--- config.mk ---
export PLATFORM = sky130hd
export DESIGN_NAME = qsf_front
export DESIGN_NICKNAME = d
export VERILOG_FILES = /design/src/common/qsf_pkg.sv /design/src/design/qsf_front.sv
export SDC_FILE = /design/constraint.sdc
export NUM_CORES = 1
export LEC_CHECK = 0
export ABC_AREA = 1
export BUFFER_PORTS_ARGS = -buffer_cell sky130_fd_sc_hd__buf_4
export CORE_ASPECT_RATIO = 0.9
export CORE_MARGIN = 1.5
export CORE_UTILIZATION = 55
export CTS_BUF_LIST = sky130_fd_sc_hd__clkbuf_4
export DETAILED_ROUTE_END_ITERATION = 8
export GPL_TIMING_DRIVEN = 0
export PLACE_DENSITY_LB_ADDON = 0.1
export SLEW_MARGIN = 20
export SYNTH_ARGS = -nofsm -noshare
export SYNTH_HDL_FRONTEND = slang
export SYNTH_SLANG_ARGS = --single-unit
--- constraint.sdc ---
create_clock -name clk_in -period 2.78 [get_ports clk_in]
set_input_delay 0.139 -clock clk_in [delete_from_list [all_inputs] [get_ports clk_in]]
set_output_delay 0.139 -clock clk_in [all_outputs]
set_load 0.03 [all_outputs]
--- src/common/qsf_pkg.sv ---
// Constants and types for the quad serial flash bus front end
// Contract
// Single-line mode: instruction, address, write data sampled from serial_in on rising clock.
// Read data shifted out on serial_out, changing on falling clock edges.
// SPI modes 0 and 3 supported; clock idles low or high at select edges.
// Dual read instructions use data_line_0 and data_line_1, two bits per clock.
// Quad read instructions use four data lines, including write-protect and pause pins.
// Quad instructions accepted only while quad_enable_bit is set; code also accepts them in four-wire mode with it clear.
// Enter-four-wire instruction switches to four_wire_command_mode when quad_enable_bit set.
// Instruction takes two clocks on four lines in four-wire mode, else eight.
// Four-wire and SPI modes exclusive; exit instruction returns to SPI mode.
// Power-up and software reset leave the device in SPI mode.
// Power-up address width follows powerup_addr_width_bit: 0 three bytes, 1 four.
// Three-byte mode prefixes extended address register; four-byte mode ignores it.
// Enter and exit four-byte instructions switch width; current_addr_width_bit tracks it.
// Pause only in single and dual modes with quad_enable_bit clear.
// Pause starts at pause pin fall if clock low, else after next clock fall.
// Pause ends at pause pin rise if clock low, else after next clock fall.
// While paused, float serial_out, ignore inputs, keep partial instruction state.
// Host keeps select low during pause; releasing it resets instruction state.
// Reset-enable then reset starts a 30 us restore with no commands accepted.
// Pause_or_restart_select picks pause input (0) or active-low restart input (1).
// Restart pin low about 1 us restores power-on state, aborts; blocks commands.
// quad_enable_bit set disables pause and restart; the pin is a data line.
// Select high: device deselected, all data outputs high impedance.
// After power-up a new instruction needs a select high-to-low transition first.
// Instruction starts at first clock after select falls; select rise ends transfer.
package qsf_pkg;

  localparam int          CLK_MHZ      = 125;
  localparam int          SOFT_RST_NS  = 30000;
  localparam logic [11:0] SOFT_RST_CYC = 12'(SOFT_RST_NS * CLK_MHZ / 1000);
  localparam int          HW_RST_NS    = 1000;
  localparam logic [7:0]  HW_RST_CYC   = 8'((HW_RST_NS * CLK_MHZ + 999) / 1000);

  localparam logic [7:0] CMD_READ        = 8'h03;
  localparam logic [7:0] CMD_FAST_READ   = 8'h0B;
  localparam logic [7:0] CMD_DUAL_OUT_RD = 8'h3B;
  localparam logic [7:0] CMD_DUAL_IO_RD  = 8'hBB;
  localparam logic [7:0] CMD_QUAD_OUT_RD = 8'h6B;
  localparam logic [7:0] CMD_QUAD_IO_RD  = 8'hEB;
  localparam logic [7:0] CMD_WORD_IO_RD  = 8'hE7;
  localparam logic [7:0] CMD_PROGRAM     = 8'h02;
  localparam logic [7:0] CMD_QUAD_PROG   = 8'h32;
  localparam logic [7:0] CMD_ENTER_QPI   = 8'h38;
  localparam logic [7:0] CMD_EXIT_QPI    = 8'hFF;
  localparam logic [7:0] CMD_ENTER_4B    = 8'hB7;
  localparam logic [7:0] CMD_EXIT_4B     = 8'hE9;
  localparam logic [7:0] CMD_RST_EN      = 8'h66;
  localparam logic [7:0] CMD_RST         = 8'h99;

  localparam logic [3:0] DUMMY_FAST    = 4'h8;
  localparam logic [3:0] DUMMY_DUAL_IO = 4'h4;
  localparam logic [3:0] DUMMY_QUAD_IO = 4'h6;
  localparam logic [3:0] DUMMY_WORD_IO = 4'h4;

  localparam logic [5:0] BYTE_BITS  = 6'h08;
  localparam logic [5:0] ADDR3_BITS = 6'h18;
  localparam logic [5:0] ADDR4_BITS = 6'h20;
  localparam logic       QPI_RST    = 1'b0;

  typedef enum logic [2:0] {
    ST_IDLE  = 3'b000,
    ST_CMD   = 3'b001,
    ST_ADDR  = 3'b010,
    ST_DUMMY = 3'b011,
    ST_DIN   = 3'b100,
    ST_DOUT  = 3'b101,
    ST_SKIP  = 3'b110,
    ST_RESET = 3'b111
  } qsf_state_e;

  typedef struct packed {
    logic       cs_n;
    logic       sclk;
    logic [3:0] dl;
  } qsf_pins_s;

  typedef struct packed {
    logic       has_addr;
    logic       rd;
    logic       quad;
    logic [2:0] alanes;
    logic [2:0] dlanes;
    logic [3:0] dummy;
  } qsf_cmd_s;

  typedef struct packed {
    logic        cmd_valid;
    logic [7:0]  cmd_code;
    logic        addr_valid;
    logic [31:0] addr;
    logic        wr_valid;
    logic [7:0]  wr_data;
    logic        rd_next;
  } qsf_out_s;

endpackage

--- src/design/qsf_front.sv ---
// Serial bus front end: instruction, address, data phases, pause and resets
`timescale 1ns/10ps
module qsf_front (
  input  wire logic             clk_in,                     // System clock
  input  wire logic             rst_n_in,                   // Async reset, low
  input  wire logic             cs_n_in,                    // Chip select pin
  input  wire logic             sclk_in,                    // Serial clock pin
  input  wire logic [3:0]       data_line_in,               // Data pins in
  input  wire logic             quad_enable_bit_in,         // Quad enable bit
  input  wire logic             powerup_addr_width_bit_in,  // Power-up width
  input  wire logic             pause_or_restart_select_in, // Pin function
  input  wire logic [7:0]       ext_addr_in,                // Extended address
  input  wire logic [7:0]       rd_data_in,                 // Next read byte
  output logic [3:0]            data_line_out,              // Data pins out
  output logic [3:0]            data_line_oe_out,           // Data pins enable
  output qsf_pkg::qsf_out_s     host_out,                   // Decoded traffic
  output logic                  four_wire_command_mode_out, // Four-wire mode
  output logic                  current_addr_width_bit_out, // 1 = four bytes
  output logic                  paused_out,                 // Pause active
  output logic                  busy_out,                   // Reset in progress
  output logic                  abort_out                   // Restart pulse
);

  qsf_pkg::qsf_pins_s  sy1_r, sy2_r, prev_r;
  qsf_pkg::qsf_state_e st_r, st_nxt;
  qsf_pkg::qsf_cmd_s   info_r, info_nxt, cinf;
  qsf_pkg::qsf_out_s   out_nxt;
  logic [31:0]         sh_r, sh_nxt;
  logic [5:0]          bcnt_r, bcnt_nxt, bc;
  logic [3:0]          dcnt_r, dcnt_nxt;
  logic [7:0]          osh_r, osh_nxt, ob;
  logic [2:0]          ocnt_r, ocnt_nxt;
  logic                qpi_r, qpi_nxt, ads_r, ads_nxt;
  logic                arm_r, arm_nxt, rarm_r, rarm_nxt, init_r;
  logic                paused_nxt, busy_nxt, abort_nxt, refuse;
  logic [11:0]         rcnt_r, rcnt_nxt;
  logic [7:0]          hcnt_r, hcnt_nxt, code;
  logic [3:0]          dlo_nxt, dloe_nxt;
  logic [2:0]          clanes;
  logic                rise, fall_raw, fall, pause_fn, hw_low;

  function automatic qsf_pkg::qsf_cmd_s decode(input logic [7:0] c, input logic four_wire_command_mode);
    qsf_pkg::qsf_cmd_s i;
    i = '0;
    i.alanes = 3'd1;
    i.dlanes = 3'd1;
    case (c)
      qsf_pkg::CMD_READ: begin
        i.has_addr = 1'b1;
        i.rd = 1'b1;
      end
      qsf_pkg::CMD_FAST_READ: begin
        i.has_addr = 1'b1;
        i.rd = 1'b1;
        i.dummy = qsf_pkg::DUMMY_FAST;
      end
      qsf_pkg::CMD_DUAL_OUT_RD, qsf_pkg::CMD_DUAL_IO_RD: begin
        i.has_addr = 1'b1;
        i.rd = 1'b1;
        i.dlanes = 3'd2;
        i.alanes = (c == qsf_pkg::CMD_DUAL_IO_RD) ? 3'd2 : 3'd1;
        i.dummy = (c == qsf_pkg::CMD_DUAL_IO_RD) ? qsf_pkg::DUMMY_DUAL_IO : qsf_pkg::DUMMY_FAST;
      end
      qsf_pkg::CMD_QUAD_OUT_RD: begin
        i.has_addr = 1'b1;
        i.rd = 1'b1;
        i.quad = 1'b1;
        i.dlanes = 3'd4;
        i.dummy = qsf_pkg::DUMMY_FAST;
      end
      qsf_pkg::CMD_QUAD_IO_RD, qsf_pkg::CMD_WORD_IO_RD: begin
        i.has_addr = 1'b1;
        i.rd = 1'b1;
        i.quad = 1'b1;
        i.alanes = 3'd4;
        i.dlanes = 3'd4;
        i.dummy = (c == qsf_pkg::CMD_QUAD_IO_RD) ? qsf_pkg::DUMMY_QUAD_IO : qsf_pkg::DUMMY_WORD_IO;
      end
      qsf_pkg::CMD_PROGRAM: begin
        i.has_addr = 1'b1;
      end
      qsf_pkg::CMD_QUAD_PROG: begin
        i.has_addr = 1'b1;
        i.quad = 1'b1;
        i.dlanes = 3'd4;
      end
      qsf_pkg::CMD_ENTER_QPI: begin
        i.quad = 1'b1;
      end
      default: begin
        i.has_addr = 1'b0;
      end
    endcase
    if (four_wire_command_mode) begin
      i.alanes = 3'd4;
      i.dlanes = 3'd4;
    end
    return i;
  endfunction

  function automatic logic [31:0] shift_in(input logic [31:0] s, input logic [2:0] n,
                                           input logic [3:0] d);
    case (n)
      3'd2:    return {s[29:0], d[1:0]};
      3'd4:    return {s[27:0], d[3:0]};
      default: return {s[30:0], d[0]};
    endcase
  endfunction

  // Two-flop synchronisers on every pin
  always_ff @(posedge clk_in or negedge rst_n_in) begin
    if (!rst_n_in) begin
      sy1_r  <= '{cs_n: 1'b1, sclk: 1'b0, dl: 4'hF};
      sy2_r  <= '{cs_n: 1'b1, sclk: 1'b0, dl: 4'hF};
      prev_r <= '{cs_n: 1'b1, sclk: 1'b0, dl: 4'hF};
    end else begin
      sy1_r  <= '{cs_n: cs_n_in, sclk: sclk_in, dl: data_line_in};
      sy2_r  <= sy1_r;
      prev_r <= sy2_r;
    end
  end

  // pause and restart only with quad_enable_bit clear
  assign pause_fn = !pause_or_restart_select_in && !quad_enable_bit_in && !qpi_r && !sy2_r.cs_n;
  // pin three as restart
  assign hw_low   = pause_or_restart_select_in && !quad_enable_bit_in && !sy2_r.dl[3];
  assign fall_raw = !sy2_r.sclk && prev_r.sclk;
  // clock edges ignored while paused
  assign rise     = sy2_r.sclk && !prev_r.sclk && !paused_out;
  assign fall     = fall_raw && !paused_out;
  assign clanes   = qpi_r ? 3'd4 : 3'd1;

  always_comb begin
    st_nxt = st_r;
    sh_nxt = sh_r;
    bcnt_nxt = bcnt_r;
    dcnt_nxt = dcnt_r;
    info_nxt = info_r;
    osh_nxt = osh_r;
    ocnt_nxt = ocnt_r;
    qpi_nxt = qpi_r;
    ads_nxt = ads_r;
    arm_nxt = arm_r;
    rarm_nxt = rarm_r;
    rcnt_nxt = rcnt_r;
    hcnt_nxt = 8'h00;
    paused_nxt = paused_out;
    abort_nxt = 1'b0;
    dlo_nxt = data_line_out;
    dloe_nxt = data_line_oe_out;
    out_nxt = host_out;
    out_nxt.cmd_valid = 1'b0;
    out_nxt.addr_valid = 1'b0;
    out_nxt.wr_valid = 1'b0;
    out_nxt.rd_next = 1'b0;
    bc = 6'h00;
    ob = 8'h00;
    code = 8'h00;
    cinf = '0;
    refuse = 1'b0;
    // power-up width caught after reset release
    if (!init_r) begin
      ads_nxt = powerup_addr_width_bit_in;
    end
    // select must be seen high first
    if (sy2_r.cs_n) begin
      arm_nxt = 1'b1;
    end
    // pause edges follow clock level
    if (!pause_fn) begin
      paused_nxt = 1'b0;
    end else if (!sy2_r.sclk || fall_raw) begin
      paused_nxt = !sy2_r.dl[3];
    end
    case (st_r)
      qsf_pkg::ST_IDLE: begin
        // new instruction at select fall, any clock level
        if (!sy2_r.cs_n && prev_r.cs_n && arm_r) begin
          st_nxt = qsf_pkg::ST_CMD;
          bcnt_nxt = 6'h00;
          sh_nxt = 32'h0000_0000;
          ocnt_nxt = 3'd0;
        end
      end
      qsf_pkg::ST_CMD: begin
        if (rise) begin
          // instruction over one or four lines
          sh_nxt = shift_in(sh_r, clanes, sy2_r.dl);
          bc = bcnt_r + {3'b000, clanes};
          bcnt_nxt = bc;
          if (bc == qsf_pkg::BYTE_BITS) begin
            code = sh_nxt[7:0];
            cinf = decode(code, qpi_r);
            info_nxt = cinf;
            bcnt_nxt = 6'h00;
            sh_nxt = 32'h0000_0000;
            st_nxt = qsf_pkg::ST_SKIP;
            // quad codes refused without quad_enable_bit outside four-wire mode
            refuse = cinf.quad && !quad_enable_bit_in && !qpi_r;
            rarm_nxt = (code == qsf_pkg::CMD_RST_EN);
            if (!refuse) begin
              out_nxt.cmd_valid = 1'b1;
              out_nxt.cmd_code = code;
              if (cinf.has_addr) begin
                st_nxt = qsf_pkg::ST_ADDR;
              end
              case (code)
                // enter four-wire mode
                qsf_pkg::CMD_ENTER_QPI: qpi_nxt = 1'b1;
                // exit back to SPI mode
                qsf_pkg::CMD_EXIT_QPI:  qpi_nxt = 1'b0;
                // address width switch
                qsf_pkg::CMD_ENTER_4B:  ads_nxt = 1'b1;
                qsf_pkg::CMD_EXIT_4B:   ads_nxt = 1'b0;
                qsf_pkg::CMD_RST: begin
                  // software reset after reset-enable
                  if (rarm_r) begin
                    st_nxt = qsf_pkg::ST_RESET;
                    rcnt_nxt = qsf_pkg::SOFT_RST_CYC;
                    qpi_nxt = qsf_pkg::QPI_RST;
                    ads_nxt = powerup_addr_width_bit_in;
                  end
                end
                default: qpi_nxt = qpi_r;
              endcase
            end
          end
        end
      end
      qsf_pkg::ST_ADDR: begin
        if (rise) begin
          sh_nxt = shift_in(sh_r, info_r.alanes, sy2_r.dl);
          bc = bcnt_r + {3'b000, info_r.alanes};
          bcnt_nxt = bc;
          if (bc == (ads_r ? qsf_pkg::ADDR4_BITS : qsf_pkg::ADDR3_BITS)) begin
            out_nxt.addr_valid = 1'b1;
            // extended register only in three-byte mode
            out_nxt.addr = ads_r ? sh_nxt : {ext_addr_in, sh_nxt[23:0]};
            bcnt_nxt = 6'h00;
            dcnt_nxt = 4'h0;
            if (info_r.dummy != 4'h0) begin
              st_nxt = qsf_pkg::ST_DUMMY;
            end else begin
              st_nxt = info_r.rd ? qsf_pkg::ST_DOUT : qsf_pkg::ST_DIN;
            end
          end
        end
      end
      qsf_pkg::ST_DUMMY: begin
        if (rise) begin
          dcnt_nxt = dcnt_r + 4'h1;
          if (dcnt_nxt == info_r.dummy) begin
            st_nxt = info_r.rd ? qsf_pkg::ST_DOUT : qsf_pkg::ST_DIN;
          end
        end
      end
      qsf_pkg::ST_DIN: begin
        if (rise) begin
          sh_nxt = shift_in(sh_r, info_r.dlanes, sy2_r.dl);
          bc = bcnt_r + {3'b000, info_r.dlanes};
          bcnt_nxt = bc;
          if (bc == qsf_pkg::BYTE_BITS) begin
            out_nxt.wr_valid = 1'b1;
            out_nxt.wr_data = sh_nxt[7:0];
            bcnt_nxt = 6'h00;
          end
        end
      end
      qsf_pkg::ST_DOUT: begin
        // output changes on falling clock
        if (fall) begin
          ob = (ocnt_r == 3'd0) ? rd_data_in : osh_r;
          out_nxt.rd_next = (ocnt_r == 3'd0);
          case (info_r.dlanes)
            3'd2: begin
              dlo_nxt = {2'b00, ob[7:6]};
              dloe_nxt = 4'b0011;
            end
            3'd4: begin
              dlo_nxt = ob[7:4];
              dloe_nxt = 4'b1111;
            end
            default: begin
              dlo_nxt = {2'b00, ob[7], 1'b0};
              dloe_nxt = 4'b0010;
            end
          endcase
          osh_nxt = 8'(ob << info_r.dlanes);
          ocnt_nxt = ocnt_r + info_r.dlanes;
        end
      end
      qsf_pkg::ST_RESET: begin
        rcnt_nxt = rcnt_r - 12'h001;
        if (rcnt_r == 12'h001) begin
          st_nxt = qsf_pkg::ST_IDLE;
        end
      end
      default: st_nxt = st_r;
    endcase
    // select rise ends any transfer
    if (sy2_r.cs_n && st_r != qsf_pkg::ST_RESET) begin
      st_nxt = qsf_pkg::ST_IDLE;
    end
    // restart pin overrides everything
    if (hw_low) begin
      st_nxt = qsf_pkg::ST_IDLE;
      arm_nxt = 1'b0;
      paused_nxt = 1'b0;
      out_nxt.cmd_valid = 1'b0;
      out_nxt.addr_valid = 1'b0;
      out_nxt.wr_valid = 1'b0;
      out_nxt.rd_next = 1'b0;
      hcnt_nxt = (hcnt_r == qsf_pkg::HW_RST_CYC) ? hcnt_r : hcnt_r + 8'h01;
      if (hcnt_r == qsf_pkg::HW_RST_CYC - 8'h01) begin
        qpi_nxt = qsf_pkg::QPI_RST;
        ads_nxt = powerup_addr_width_bit_in;
        rarm_nxt = 1'b0;
        abort_nxt = 1'b1;
      end
    end
    // float when deselected or paused
    if (sy2_r.cs_n || paused_out || paused_nxt || st_nxt != qsf_pkg::ST_DOUT) begin
      dloe_nxt = 4'h0;
    end
    busy_nxt = hw_low || st_nxt == qsf_pkg::ST_RESET;
  end

  always_ff @(posedge clk_in or negedge rst_n_in) begin
    if (!rst_n_in) begin
      st_r <= qsf_pkg::ST_IDLE;
      info_r <= '0;
      sh_r <= 32'h0000_0000;
      bcnt_r <= 6'h00;
      dcnt_r <= 4'h0;
      osh_r <= 8'h00;
      ocnt_r <= 3'd0;
      qpi_r <= qsf_pkg::QPI_RST;
      ads_r <= 1'b0;
      arm_r <= 1'b0;
      rarm_r <= 1'b0;
      init_r <= 1'b0;
      rcnt_r <= 12'h000;
      hcnt_r <= 8'h00;
      paused_out <= 1'b0;
      busy_out <= 1'b0;
      abort_out <= 1'b0;
      data_line_out <= 4'h0;
      data_line_oe_out <= 4'h0;
      host_out <= '0;
    end else begin
      st_r <= st_nxt;
      info_r <= info_nxt;
      sh_r <= sh_nxt;
      bcnt_r <= bcnt_nxt;
      dcnt_r <= dcnt_nxt;
      osh_r <= osh_nxt;
      ocnt_r <= ocnt_nxt;
      qpi_r <= qpi_nxt;
      ads_r <= ads_nxt;
      arm_r <= arm_nxt;
      rarm_r <= rarm_nxt;
      init_r <= 1'b1;
      rcnt_r <= rcnt_nxt;
      hcnt_r <= hcnt_nxt;
      paused_out <= paused_nxt;
      busy_out <= busy_nxt;
      abort_out <= abort_nxt;
      data_line_out <= dlo_nxt;
      data_line_oe_out <= dloe_nxt;
      host_out <= out_nxt;
    end
  end

  assign four_wire_command_mode_out = qpi_r;
  assign current_addr_width_bit_out = ads_r;
endmodule

After elaboration in Yosys (flattened, before gate mapping)
Index checks and enable logic that the tools add are counted.
{"block": "op_classes", "addsub": 7, "n_eq_ne": 49, "n_shift": 1, "muxes": 121, "bitwise": 1, "n_reduce_logical": 54}
{"operator": "$mux 31", "count": 7}
{"operator": "$pmux 31 s2", "count": 2}
{"operator": "$pmux 31 s4", "count": 1}
{"operator": "$mux 33", "count": 3}
{"operator": "$pmux 32 s2", "count": 1}
{"operator": "$mux 9", "count": 7}
{"operator": "$mux 12", "count": 5}
{"operator": "$eq 8x8->1 const B", "count": 7}
{"operator": "$mux 3", "count": 18}
{"operator": "$mux 6", "count": 9}
{"operator": "$mux 1", "count": 43}
{"operator": "$eq 8x7->1 const B", "count": 4}
{"operator": "$mux 32", "count": 1}
{"operator": "$mux 4", "count": 7}
{"operator": "$eq 8x6->1 const B", "count": 3}
{"operator": "$mux 8", "count": 3}
{"operator": "$pmux 12 s2", "count": 1}
{"operator": "$pmux 4 s2", "count": 3}
{"operator": "$pmux 6 s4", "count": 1}
{"operator": "$ne 2x2->1 const B", "count": 11}
{"operator": "$eq 3x3->1 const B", "count": 7}
{"operator": "$add 6x3->6", "count": 3}
{"operator": "$pmux 3 s2", "count": 3}
{"operator": "$eq 8x2->1 const B", "count": 2}
{"operator": "other kinds (35)", "count": 81}
{"block": "totals", "regBits": 168, "inputBits": 27, "out_inout_bits": 65, "elab_cells": 270}

Depth between registers and ports, before layout
Gate-level depths: netlist (run 1).
{"block": "depth", "word_depth": 24, "mapped_depth": 18, "depth_no_buf": 18}

Worst setup path before layout (run 1)
Ideal clock, no wire load.
{"block": "synth_timing", "path_type": "register to register", "start": "register qpi_r, in the netlist four_wire_command_mode_out", "end": "register host_out[50] in the netlist's numbering", "setup_time_ps": 127, "arrival_time_ps": 2659, "required_time_ps": 2653, "setup_slack_ps": -6, "path_stages_with_launch": 15, "path_buffers": 2, "period_less_slack_ps": 2786, "path_cell_list": "dfrtp_1 -> inv_2 -> buf_6 -> ha_1 -> ha_1 -> or2_2 -> nor2_1 -> nand3_1 -> nor2_2 -> nand2_1 -> nor2_4 -> nand2_2 -> buf_2 -> nand2_1 -> o21ai_0"}
{"block": "synth_via", "elab_chain_cells": 15, "elab_cells_between_ends": 23, "cone_classes": "add/sub: 1; eq/ne: 8; mux: 8; bitwise: 1; reduce/logical: 5"}
{"item": "from (decl)", "line": "qsf_front.sv:33", "rtl": "logic qpi_r, qpi_nxt, ads_r, ads_nxt;"}
{"item": "from (signal assigned)", "line": "qsf_front.sv:337", "rtl": "qpi_r <= qsf_pkg::QPI_RST;"}
{"item": "from (signal assigned)", "line": "qsf_front.sv:358", "rtl": "qpi_r <= qpi_nxt;"}
{"item": "$mux 3", "line": "qsf_front.sv:131", "rtl": "assign clanes = qpi_r ? 3'd4 : 3'd1;"}
{"item": "$eq 3x3->1 / $eq 3x2->1 (equally long branches)", "line": "qsf_front.sv:103", "rtl": "case (n)"}
{"item": "$pmux 31 s2", "line": "qsf_front.sv:103"}
{"item": "$mux 31", "line": "qsf_front.sv:186", "rtl": "if (rise) begin"}
{"item": "$mux 31", "line": "qsf_front.sv:175", "rtl": "case (st_r)"}
{"item": "$eq 8x8->1 (tied with other cells)", "line": "qsf_front.sv:47", "rtl": "case (c)"}
{"item": "$reduce_or 5->1 (no source line)"}
{"item": "$mux 1", "line": "qsf_front.sv:47"}
{"item": "$mux 1", "line": "qsf_front.sv:191", "rtl": "if (bc == qsf_pkg::BYTE_BITS) begin"}
{"item": "$mux 1", "line": "qsf_front.sv:186"}
{"item": "$mux 1", "line": "qsf_front.sv:175"}
{"item": "$logic_and 1x1->1 (2 in a row)", "line": "qsf_front.sv:199", "rtl": "refuse = cinf.quad && !quad_enable_bit_in && !qpi_r;"}
{"item": "$not 1->1 (no source line)"}
{"item": "$reduce_and 4->1 (no source line)"}
{"item": "to (signal assigned)", "line": "qsf_front.sv:370", "rtl": "host_out <= out_nxt;"}
{"item": "to (decl)", "line": "qsf_front.sv:16", "rtl": "output qsf_pkg::qsf_out_s host_out,"}
Several ways; a longest one is shown, not always the timed one. The select of a mux whose other input is x is not followed.
A chain may end at the register's enable or synchronous reset.

Worst setup path in the final report (run 1)
{"block": "layout_timing", "start": "register qpi_r, in the netlist four_wire_command_mode_out", "end": "register ads_r, in the netlist current_addr_width_bit_out"}
{"block": "layout_via", "elab_chain_cells": 19, "elab_cells_between_ends": 31, "cone_classes": "add/sub: 1; eq/ne: 11; mux: 15; reduce/logical: 4"}
{"item": "$mux 3", "line": "qsf_front.sv:131"}
{"item": "$eq 3x3->1 / $eq 3x2->1 (equally long branches)", "line": "qsf_front.sv:103"}
{"item": "$pmux 31 s2", "line": "qsf_front.sv:103"}
{"item": "$mux 31", "line": "qsf_front.sv:186"}
{"item": "$mux 31", "line": "qsf_front.sv:175"}
{"item": "$eq 8x8->1 (tied with other cells)", "line": "qsf_front.sv:47"}
{"item": "$reduce_or 5->1 (no source line)"}
{"item": "$mux 1", "line": "qsf_front.sv:47"}
{"item": "(+3 left out)"}
{"item": "$logic_and 1x1->1 (2 in a row)", "line": "qsf_front.sv:199"}
{"item": "$mux 1", "line": "qsf_front.sv:201", "rtl": "if (!refuse) begin"}
{"item": "$mux 1 (*)", "line": "qsf_front.sv:191"}
{"item": "$mux 1 (*)", "line": "qsf_front.sv:186"}
{"item": "$mux 1 (*)", "line": "qsf_front.sv:175"}
{"item": "$mux 1", "line": "qsf_front.sv:314", "rtl": "if (hcnt_r == qsf_pkg::HW_RST_CYC - 8'h01) begin"}
{"item": "$mux 1 (*)", "line": "qsf_front.sv:305", "rtl": "if (hw_low) begin"}
{"item": "net ads_nxt", "line": "qsf_front.sv:33"}
{"item": "to (signal assigned)", "line": "qsf_front.sv:359", "rtl": "ads_r <= ads_nxt;"}
{"item": "to (decl)", "line": "qsf_front.sv:33"}
The timed path passes the listed nets; every way through them passes the cells marked *. The select of a mux whose other input is x is not followed.

==> metrics.cfg, run 1 <==
[yosys]
synth_top_cell_by_area = dfrtp_1
syn_area_mm2 = 0.00995
ys_types = 52
synthArstFlopShare = 1.00
ys.flop_type = dfrtp_1
synth_seq_cells = 166
yosys-top-cells-area = dfrtp_1, nand2_1, o21ai_0
syn_nets = 1377
synth_top_area_frac = 0.390
synth_edf_count = 0
syn_area_per_cell_um2 = 7.48
ys_seq_area_frac = 0.419
yosys_warnings = 0
yosysMostFrequentCell = nand2_1
syn_inst = 1331
synthTopCellsByCount = nand2_1, o21ai_0, dfrtp_1

[worst_setup_path]
crit_required_ns = 3.23
endpoint_kind = flop
worstPathMaxFanout = 9
arrival_ns = 3.13
startpoint_type = flop
path_class = flop to flop

[global_routing]
grt-ovfl-total = 0
grt_pass1_vias = 9397
grt_max_degree = 85
grt_usage = 0.348
grt_pass1_wl_um = 50200
antenna_found_initial = 1

[timing]
timing.final.crit_share = 0.966
rsz0062_at_grt = false
slew_violations = 0
finClkSkew_ns = 0.0286
fmax_mhz = 372
final-setup-viol-count = 0
finalHoldViolations = 0
worst_slew_pin_slew_ns = 0.749
period_needed_ns = 2.69
slew-limit-headroom = 0.500

[pwr]
power.density_mw_per_mm2 = 386
power_frac_seq = 0.542
netSwitchingFraction = 0.319
power.leakage_nw = 5.50
vdd_drop_max_mv = 0.391
p_int_mw = 3.13
power.switching_mw = 1.46
clock_power_share = 0.325
power_frac_comb = 0.132

[floorplan]
rows = 46
num_io_pins = 92
core_mm2 = 0.0177
die-height_um = 131
initial_core_util = 0.563
dieArea_mm2 = 0.0189
die_x_um = 145

[route]
wl_um = 32200
wl_per_cell_um = 18.4
drc = 0
vias = 10400
ant_nets = 0
first_pass_iters = 8
drt_iter0_drc = 1536
routed_via_density = 5.96

[placement]
dpl.hpwl_um = 22900
gp_congestion = 0.952
portBuffers = 91
dpl-instance-area_mm2 = 0.0110

[clocking]
cts_made_buffers = 17
clkSlewWorstSetupHoldPaths_ns = 0.15
cts.path.max_buffers = 2
cts-root-buf = clkbuf_4
numClockSinks = 166
cts_tree = built
htreeDepth = 4
clock_latency_ns = 0.61

[min_path]
hold_class = input port to async pin

[final_layout]
final_util = 0.673
layout.nets = 1535
fin_area_mm2 = 0.0119
areaGrowthSynthToFinish_pct = 19.6
drive_gt1_frac = 0.183

[status]
status = complete, no violations

[job]
maxCapViolCount = 0

metal layers:
layer	wire (um)	vias up	GRT usage
li1	-	4825	-
met1	14300	4864	0.513
met2	13100	603	0.488
met3	3770	94	0.0962
met4	1000	0	0.125
met5	0	-	0
placed cells by master, fill, tap and decap left out, types with 6 or more instances in the layout:
cell type        n
a21oi_1         61
buf_2            9
buf_4          110
buf_6            6
clkbuf_1        37
clkbuf_4        20
dfrtp_1        150
dfstp_2         11
dlygate4sd3_1   23
ha_1            12
inv_1          124
inv_2            9
mux2_2           8
nand2_1        306
nand2_2         26
nand2_4          7
nand3_1         68
nand4_1         13
nor2_1          90
nor3_1          20
o21ai_0        174
o21ai_1         23
o221ai_1        34
o22ai_1         46
xor2_1           6
kinds of logic (layout without fill, tap and decap cells):
logic type,Yosys count,count (layout),synth area share
adder cells (fa/ha/maj),19,19,0.0262
buffers and inverters,200,371,0.0798
flip-flops,166,166,0.419
XOR/XNOR,10,10,0.00880
other,1,2,0.000377
AO/OA/AOI/OAI,364,364,0.210
AND/OR/NAND/NOR,561,561,0.245
multiplexers,10,10,0.0111
worst paths after layout:
| check | startpoint | to | slack (ns) | cells past startpoint |
|---|---|---|---|---|
| worst max register to register | four_wire_command_mode_out | current_addr_width_bit_out | 0.09 | 14 |
| worst min-delay path | rst_n_in | rcnt_r[4] | 0.09 | 2 |
| worst max-delay path | four_wire_command_mode_out | current_addr_width_bit_out | 0.09 | 14 |
| min in group clk_in | rd_data_in[0] | osh_r[4] | 0.10 | 5 |
| worst min register to register | sy1_r[4] | sy2_r[4] | 0.37 | 0 |
| max in group asynchronous | rst_n_in | sy1_r[1] | 1.82 | 3 |
per-stage QoR:
step	cells	power (mW)	TNS [ns]	hold WS (ns)	setup slack, ns
floorplan	1331	2.83	0	-0.157	0.103
global placement	1662	3.05	-20.55	0.247	-0.518
detailed placement	1663	3.06	-24.31	0.190	-0.577
CTS	1731	4.59	0	0.0648	0.0157
global route	1743	4.77	0	0.140	0.00471
finish	1743	4.59	0	0.0876	0.0943
registers in the layout, indices dropped and copies added (netlist names), 2 cells and up:
register / count
st_r: 3
prev_r: 2
rcnt_r: 12
ocnt_r: 3
data_line_oe_out: 3
host_out: 52
dcnt_r: 4
data_line_out: 4
hcnt_r: 8
osh_r: 8
bcnt_r: 6
sh_r: 31
sy2_r: 6
info_r: 10
sy1_r: 6
timing repair:
action,4_1_cts,5_1_grt
resized for setup,17,51
setup endpoints to repair,112,110
pin swaps,6,4
cloned,0,2
hold endpoints to repair,110,0
buffers inserted,14,9
hold buffers,23,0
layout make-up:
type	instances	area [um^2]
inverters	136	514
well taps	240	300
clock buffers	17	128
repair inverters	1	5.00
repair buffers	139	1160
clock inverters	15	163
multi-input cells	965	5130
flip-flops and latches	166	4170
diodes	1	2.50
plain buffers	63	319
fillers	1562	5770
worst max-delay path, cell delays in order (launching register included):
cell     delay, ns
dfrtp_2       0.45
inv_2         0.10
buf_8         0.13
ha_4          0.15
ha_4          0.19
or2_4         0.22
nor2_1        0.10
nand3_1       0.13
nor2_4        0.16
buf_12        0.13
nand2_4       0.04
nor2_4        0.25
nand2_4       0.14
o21ai_1       0.17
a31oi_1       0.17
power groups by stage:
stage / Sequential (mW) / Combinational, mW / Clock [mW]
6_report: 2.49 / 0.607 / 1.49
4_1_cts: 2.49 / 0.569 / 1.53
2_1_floorplan: 2.53 / 0.301 / 0
5_1_grt: 2.50 / 0.655 / 1.61
3_3_place_gp: 2.53 / 0.519 / 0
3_5_place_dp: 2.53 / 0.531 / 0
(Power assumes the default switching activity.)
==> run 2, diff against run 1 <==
--- a/config.mk
+++ b/config.mk
@@ -5,11 +5,10 @@
 export SDC_FILE = /design/constraint.sdc
 export NUM_CORES = 1
 export LEC_CHECK = 0
-export ABC_AREA = 1
 export BUFFER_PORTS_ARGS = -buffer_cell sky130_fd_sc_hd__buf_4
 export CORE_ASPECT_RATIO = 0.9
 export CORE_MARGIN = 1.5
-export CORE_UTILIZATION = 55
+export CORE_UTILIZATION = 56
 export CTS_BUF_LIST = sky130_fd_sc_hd__clkbuf_4
 export DETAILED_ROUTE_END_ITERATION = 8
 export GPL_TIMING_DRIVEN = 0
==> run 2 against run 1 <==
Compared with the run above:
- synthesized area up 2.6%
- critical path depth up 2
- die area is 0.74% higher
- wire length rose by 2.2%
- critical endpoint is now busy_out
- highest routed layer unchanged
- final area rose by 7.6%
- register-to-register slack got worse by 0.73 ns
- the run now ends with setup timing left
- combinational power down 42%
- clock-buffer cell count unchanged
- clock power grew 7%
==> metrics.cfg, run 2 <==
[placement]
dpl-instance-area_mm2 = 0.0114  ; +3.5%
portBuffers = 91  ; unchanged
dp.cells = 1497  ; -10%
dpl.hpwl_um = 22400  ; -2.4%
preCtsSetupSlack_ns = -1.00  ; -0.424 ns
gp_congestion = 0.935  ; -1.8%

[route]
vias = 10300  ; -0.53%
first_pass_iters = 9  ; +1
drc = 0  ; unchanged
wl_um = 32900  ; +2.2%
drt_iter0_drc = 1313  ; -15%
routed_via_density = 6.47  ; +8.6%
ant_nets = 0  ; unchanged
wl_per_cell_um = 20.6  ; +12%

[pwr]
power_frac_comb = 0.080  ; -0.052
vdd_drop_max_mv = 0.344  ; -12%
netSwitchingFraction = 0.287  ; -0.0316
power.leakage_nw = 5.55  ; +0.94%
power.switching_mw = 1.27  ; -13%
clock_power_share = 0.363  ; +0.038
power.density_mw_per_mm2 = 345  ; -10%
p_int_mw = 3.15  ; +0.78%
power_mw = 4.42  ; -3.7%
power_frac_seq = 0.558  ; +0.016

[global_routing]
grt_pass1_vias = 9272  ; -1.3%
antenna_found_initial = 2  ; +1
grt_pass1_wl_um = 50600  ; +0.83%
grt_usage = 0.337  ; -0.0113
grt_max_degree = 95  ; +12%
grt-ovfl-total = 0  ; unchanged

[timing]
rsz0062_at_grt = true
fin_ws_ns = -0.633  ; -0.727 ns
worst_slew_pin_slew_ns = 0.826  ; +0.0767 ns
slew-limit-headroom = 0.445  ; -0.0557
fmax_mhz = 293  ; -21%
finClkSkew_ns = 0.0208  ; -0.00780 ns
timing.final.crit_share = 1.23  ; +0.262
final-setup-viol-count = 45  ; +45
finalHoldViolations = 0  ; unchanged
period_needed_ns = 3.41  ; +0.727 ns
slew_violations = 0  ; unchanged

[final_layout]
fin_area_mm2 = 0.0128  ; +7.6%
layout_common_cells = dfrtp_1, nand2_1, buf_4, a21oi_1, o21ai_0
final_common_cell = dfrtp_1
areaGrowthSynthToFinish_pct = 25.4
multiInputGateArea_mm2 = 0.00600  ; +17%
largest_reg_flops = 52  ; unchanged
register_area_mm2 = 0.00417  ; unchanged
reg.largest.list = host_out (52), sh_r (31), rcnt_r (12)
fillers = 1420  ; -9.1%
layout.nets = 1389  ; -9.5%
final_cells = 1597  ; -8.4%
drive_gt1_frac = 0.261  ; +0.0780
final_util = 0.722  ; +0.0488
regMostFlops = host_out

[clocking]
htreeDepth = 4  ; unchanged
cts_tree = built
numClockSinks = 166  ; unchanged
clkSlewWorstSetupHoldPaths_ns = 0.17  ; +0.02 ns
cts_made_buffers = 17  ; unchanged
clock_latency_ns = 0.61  ; about the same
cts-root-buf = clkbuf_4
cts.path.max_buffers = 2  ; unchanged

[yosys]
ys.flop_type = dfrtp_1
synth_top_area_frac = 0.380  ; -0.00984
yosys_warnings = 0  ; unchanged
syn_nets = 1210  ; -12%
ys_seq_area_frac = 0.408  ; -0.0106
synth_top_cell_by_area = dfrtp_1
yosysMostFrequentCell = dfrtp_1
synth_seq_cells = 166  ; unchanged
syn_inst = 1164  ; -13%
synth_edf_count = 0  ; unchanged
ys_types = 77  ; +48%
syn_area_per_cell_um2 = 8.77  ; +17%
synthTopCellsByCount = dfrtp_1, nand2_1, a21oi_1, o21ai_0, clkbuf_1
synthArstFlopShare = 1.00  ; unchanged
syn_area_mm2 = 0.0102  ; +2.6%
yosys-top-cells-area = dfrtp_1, a21oi_1, o21ai_0

[worst_setup_path]
endpoint_kind = flop
arrival_ns = 3.96  ; +0.83 ns
worstPathMaxFanout = 4  ; -5
path_class = flop to flop
crit_required_ns = 3.33  ; +0.10 ns
startpoint_type = flop

[floorplan]
num_io_pins = 92  ; unchanged
die_x_um = 145  ; +0.37%
rows = 46  ; unchanged
initial_core_util = 0.576  ; +0.0127
die-height_um = 131  ; +0.37%
dieArea_mm2 = 0.0191  ; +0.74%
core_mm2 = 0.0177  ; +0.33%

[min_path]
hold_class = input port to flop

[status]
violations = setup timing
status = finished with violations

[job]
maxCapViolCount = 0  ; unchanged

run 2: changes by cell type after synthesis, moves of 33 or more:
cell | previous run | this run
clkbuf_1 | 48 | 95
a21oi_1 | 63 | 114
nand3_1 | 70 | 28
mux2_2 | 8 | 43
nand2_1 | 310 | 142
a22o_1 | 1 | 59
o221ai_1 | 34 | 1
inv_1 | 125 | 18
o21ai_0 | 175 | 114
nor2_1 | 91 | 44
run 2: worst paths after layout:
check                           slack [ns]  cells after the start                to                        from
worst max-delay path                 -0.63                     16          busy_out  four_wire_command_mode_out
worst max register to register       -0.63                     16          busy_out  four_wire_command_mode_out
max in group asynchronous             1.79                      3         bcnt_r[0]                    rst_n_in
worst min register to register        0.36                      0          sy2_r[5]                    sy1_r[5]
min in group asynchronous             0.06                      2         hcnt_r[2]                    rst_n_in
worst min-delay path                  0.05                      4  data_line_out[0]               rd_data_in[4]
run 2: power by group through the flow:
stage / Combinational, mW / Sequential, mW / Clock, mW
after floorplan: 0.136 / 2.51 / 0
after global placement: 0.290 / 2.51 / 0
after detailed placement: 0.301 / 2.51 / 0
after CTS: 0.339 / 2.46 / 1.62
after global routing: 0.383 / 2.47 / 1.70
final: 0.353 / 2.47 / 1.60
run 2: metal layers:
layer  share of wire  global-route usage  vias to the layer above
li1                -                   -                     4642
met1            0.44               0.493                     5013
met2            0.44               0.503                      596
met3           0.095              0.0720                       80
met4           0.025              0.0984                        0
met5               0                   0                        -
run 2: cell families (layout without fill, tap and decap cells):
kind of cell / Yosys count / in the layout / share of synthesized area
other cells: 1 / 2 / 0.000367
compound gates: 412 / 412 / 0.254
xor+xnor: 29 / 29 / 0.0249
simple gates: 345 / 345 / 0.170
buf+inv: 129 / 321 / 0.0500
flops: 166 / 166 / 0.408
mux: 63 / 63 / 0.0674
fa+ha+maj: 19 / 19 / 0.0255
run 2: layout make-up:
class | count | area share
diodes | 1 | 0.000195
plain buffers | 107 | 0.0420
clock buffers | 17 | 0.00997
clock inverters | 15 | 0.0146
inverters | 19 | 0.00635
multi-input cells | 869 | 0.468
flip-flops and latches | 166 | 0.326
well taps | 240 | 0.0235
repair buffers | 163 | 0.109
run 2: critical path, cell delays in order (launching register included):
cell       delay (ns)
dfrtp_2          0.45
buf_8            0.13
buf_8            0.11
clkbuf_16        0.14
inv_8            0.06
ha_4             0.15
ha_4             0.16
xor2_4           0.08
or4_4            0.54
buf_6            0.14
buf_6            0.11
buf_4            0.13
nor4_4           0.45
nand4_1          0.30
nor2_2           0.21
nor3_2           0.07
o21ai_2          0.11
run 2: timing repair:
action | 4_1_cts | 5_1_grt
gates resized for setup | 61 | 96
buffers inserted | 31 | 15
gates cloned | 1 | 1
setup endpoints to repair | 122 | 116
pin swaps | 20 | 28
endpoints found under the hold margin | 95 | 0
hold buffers | 23 | 0
run 2: per-stage QoR:
stage               setup TNS, ns  hold slack (ns)
floorplan                  -10.34           -0.157
global route               -16.80           0.0507
detailed placement         -62.74            0.148
CTS                        -12.28           0.0243
finish                     -12.39           0.0462
global placement           -60.66            0.247
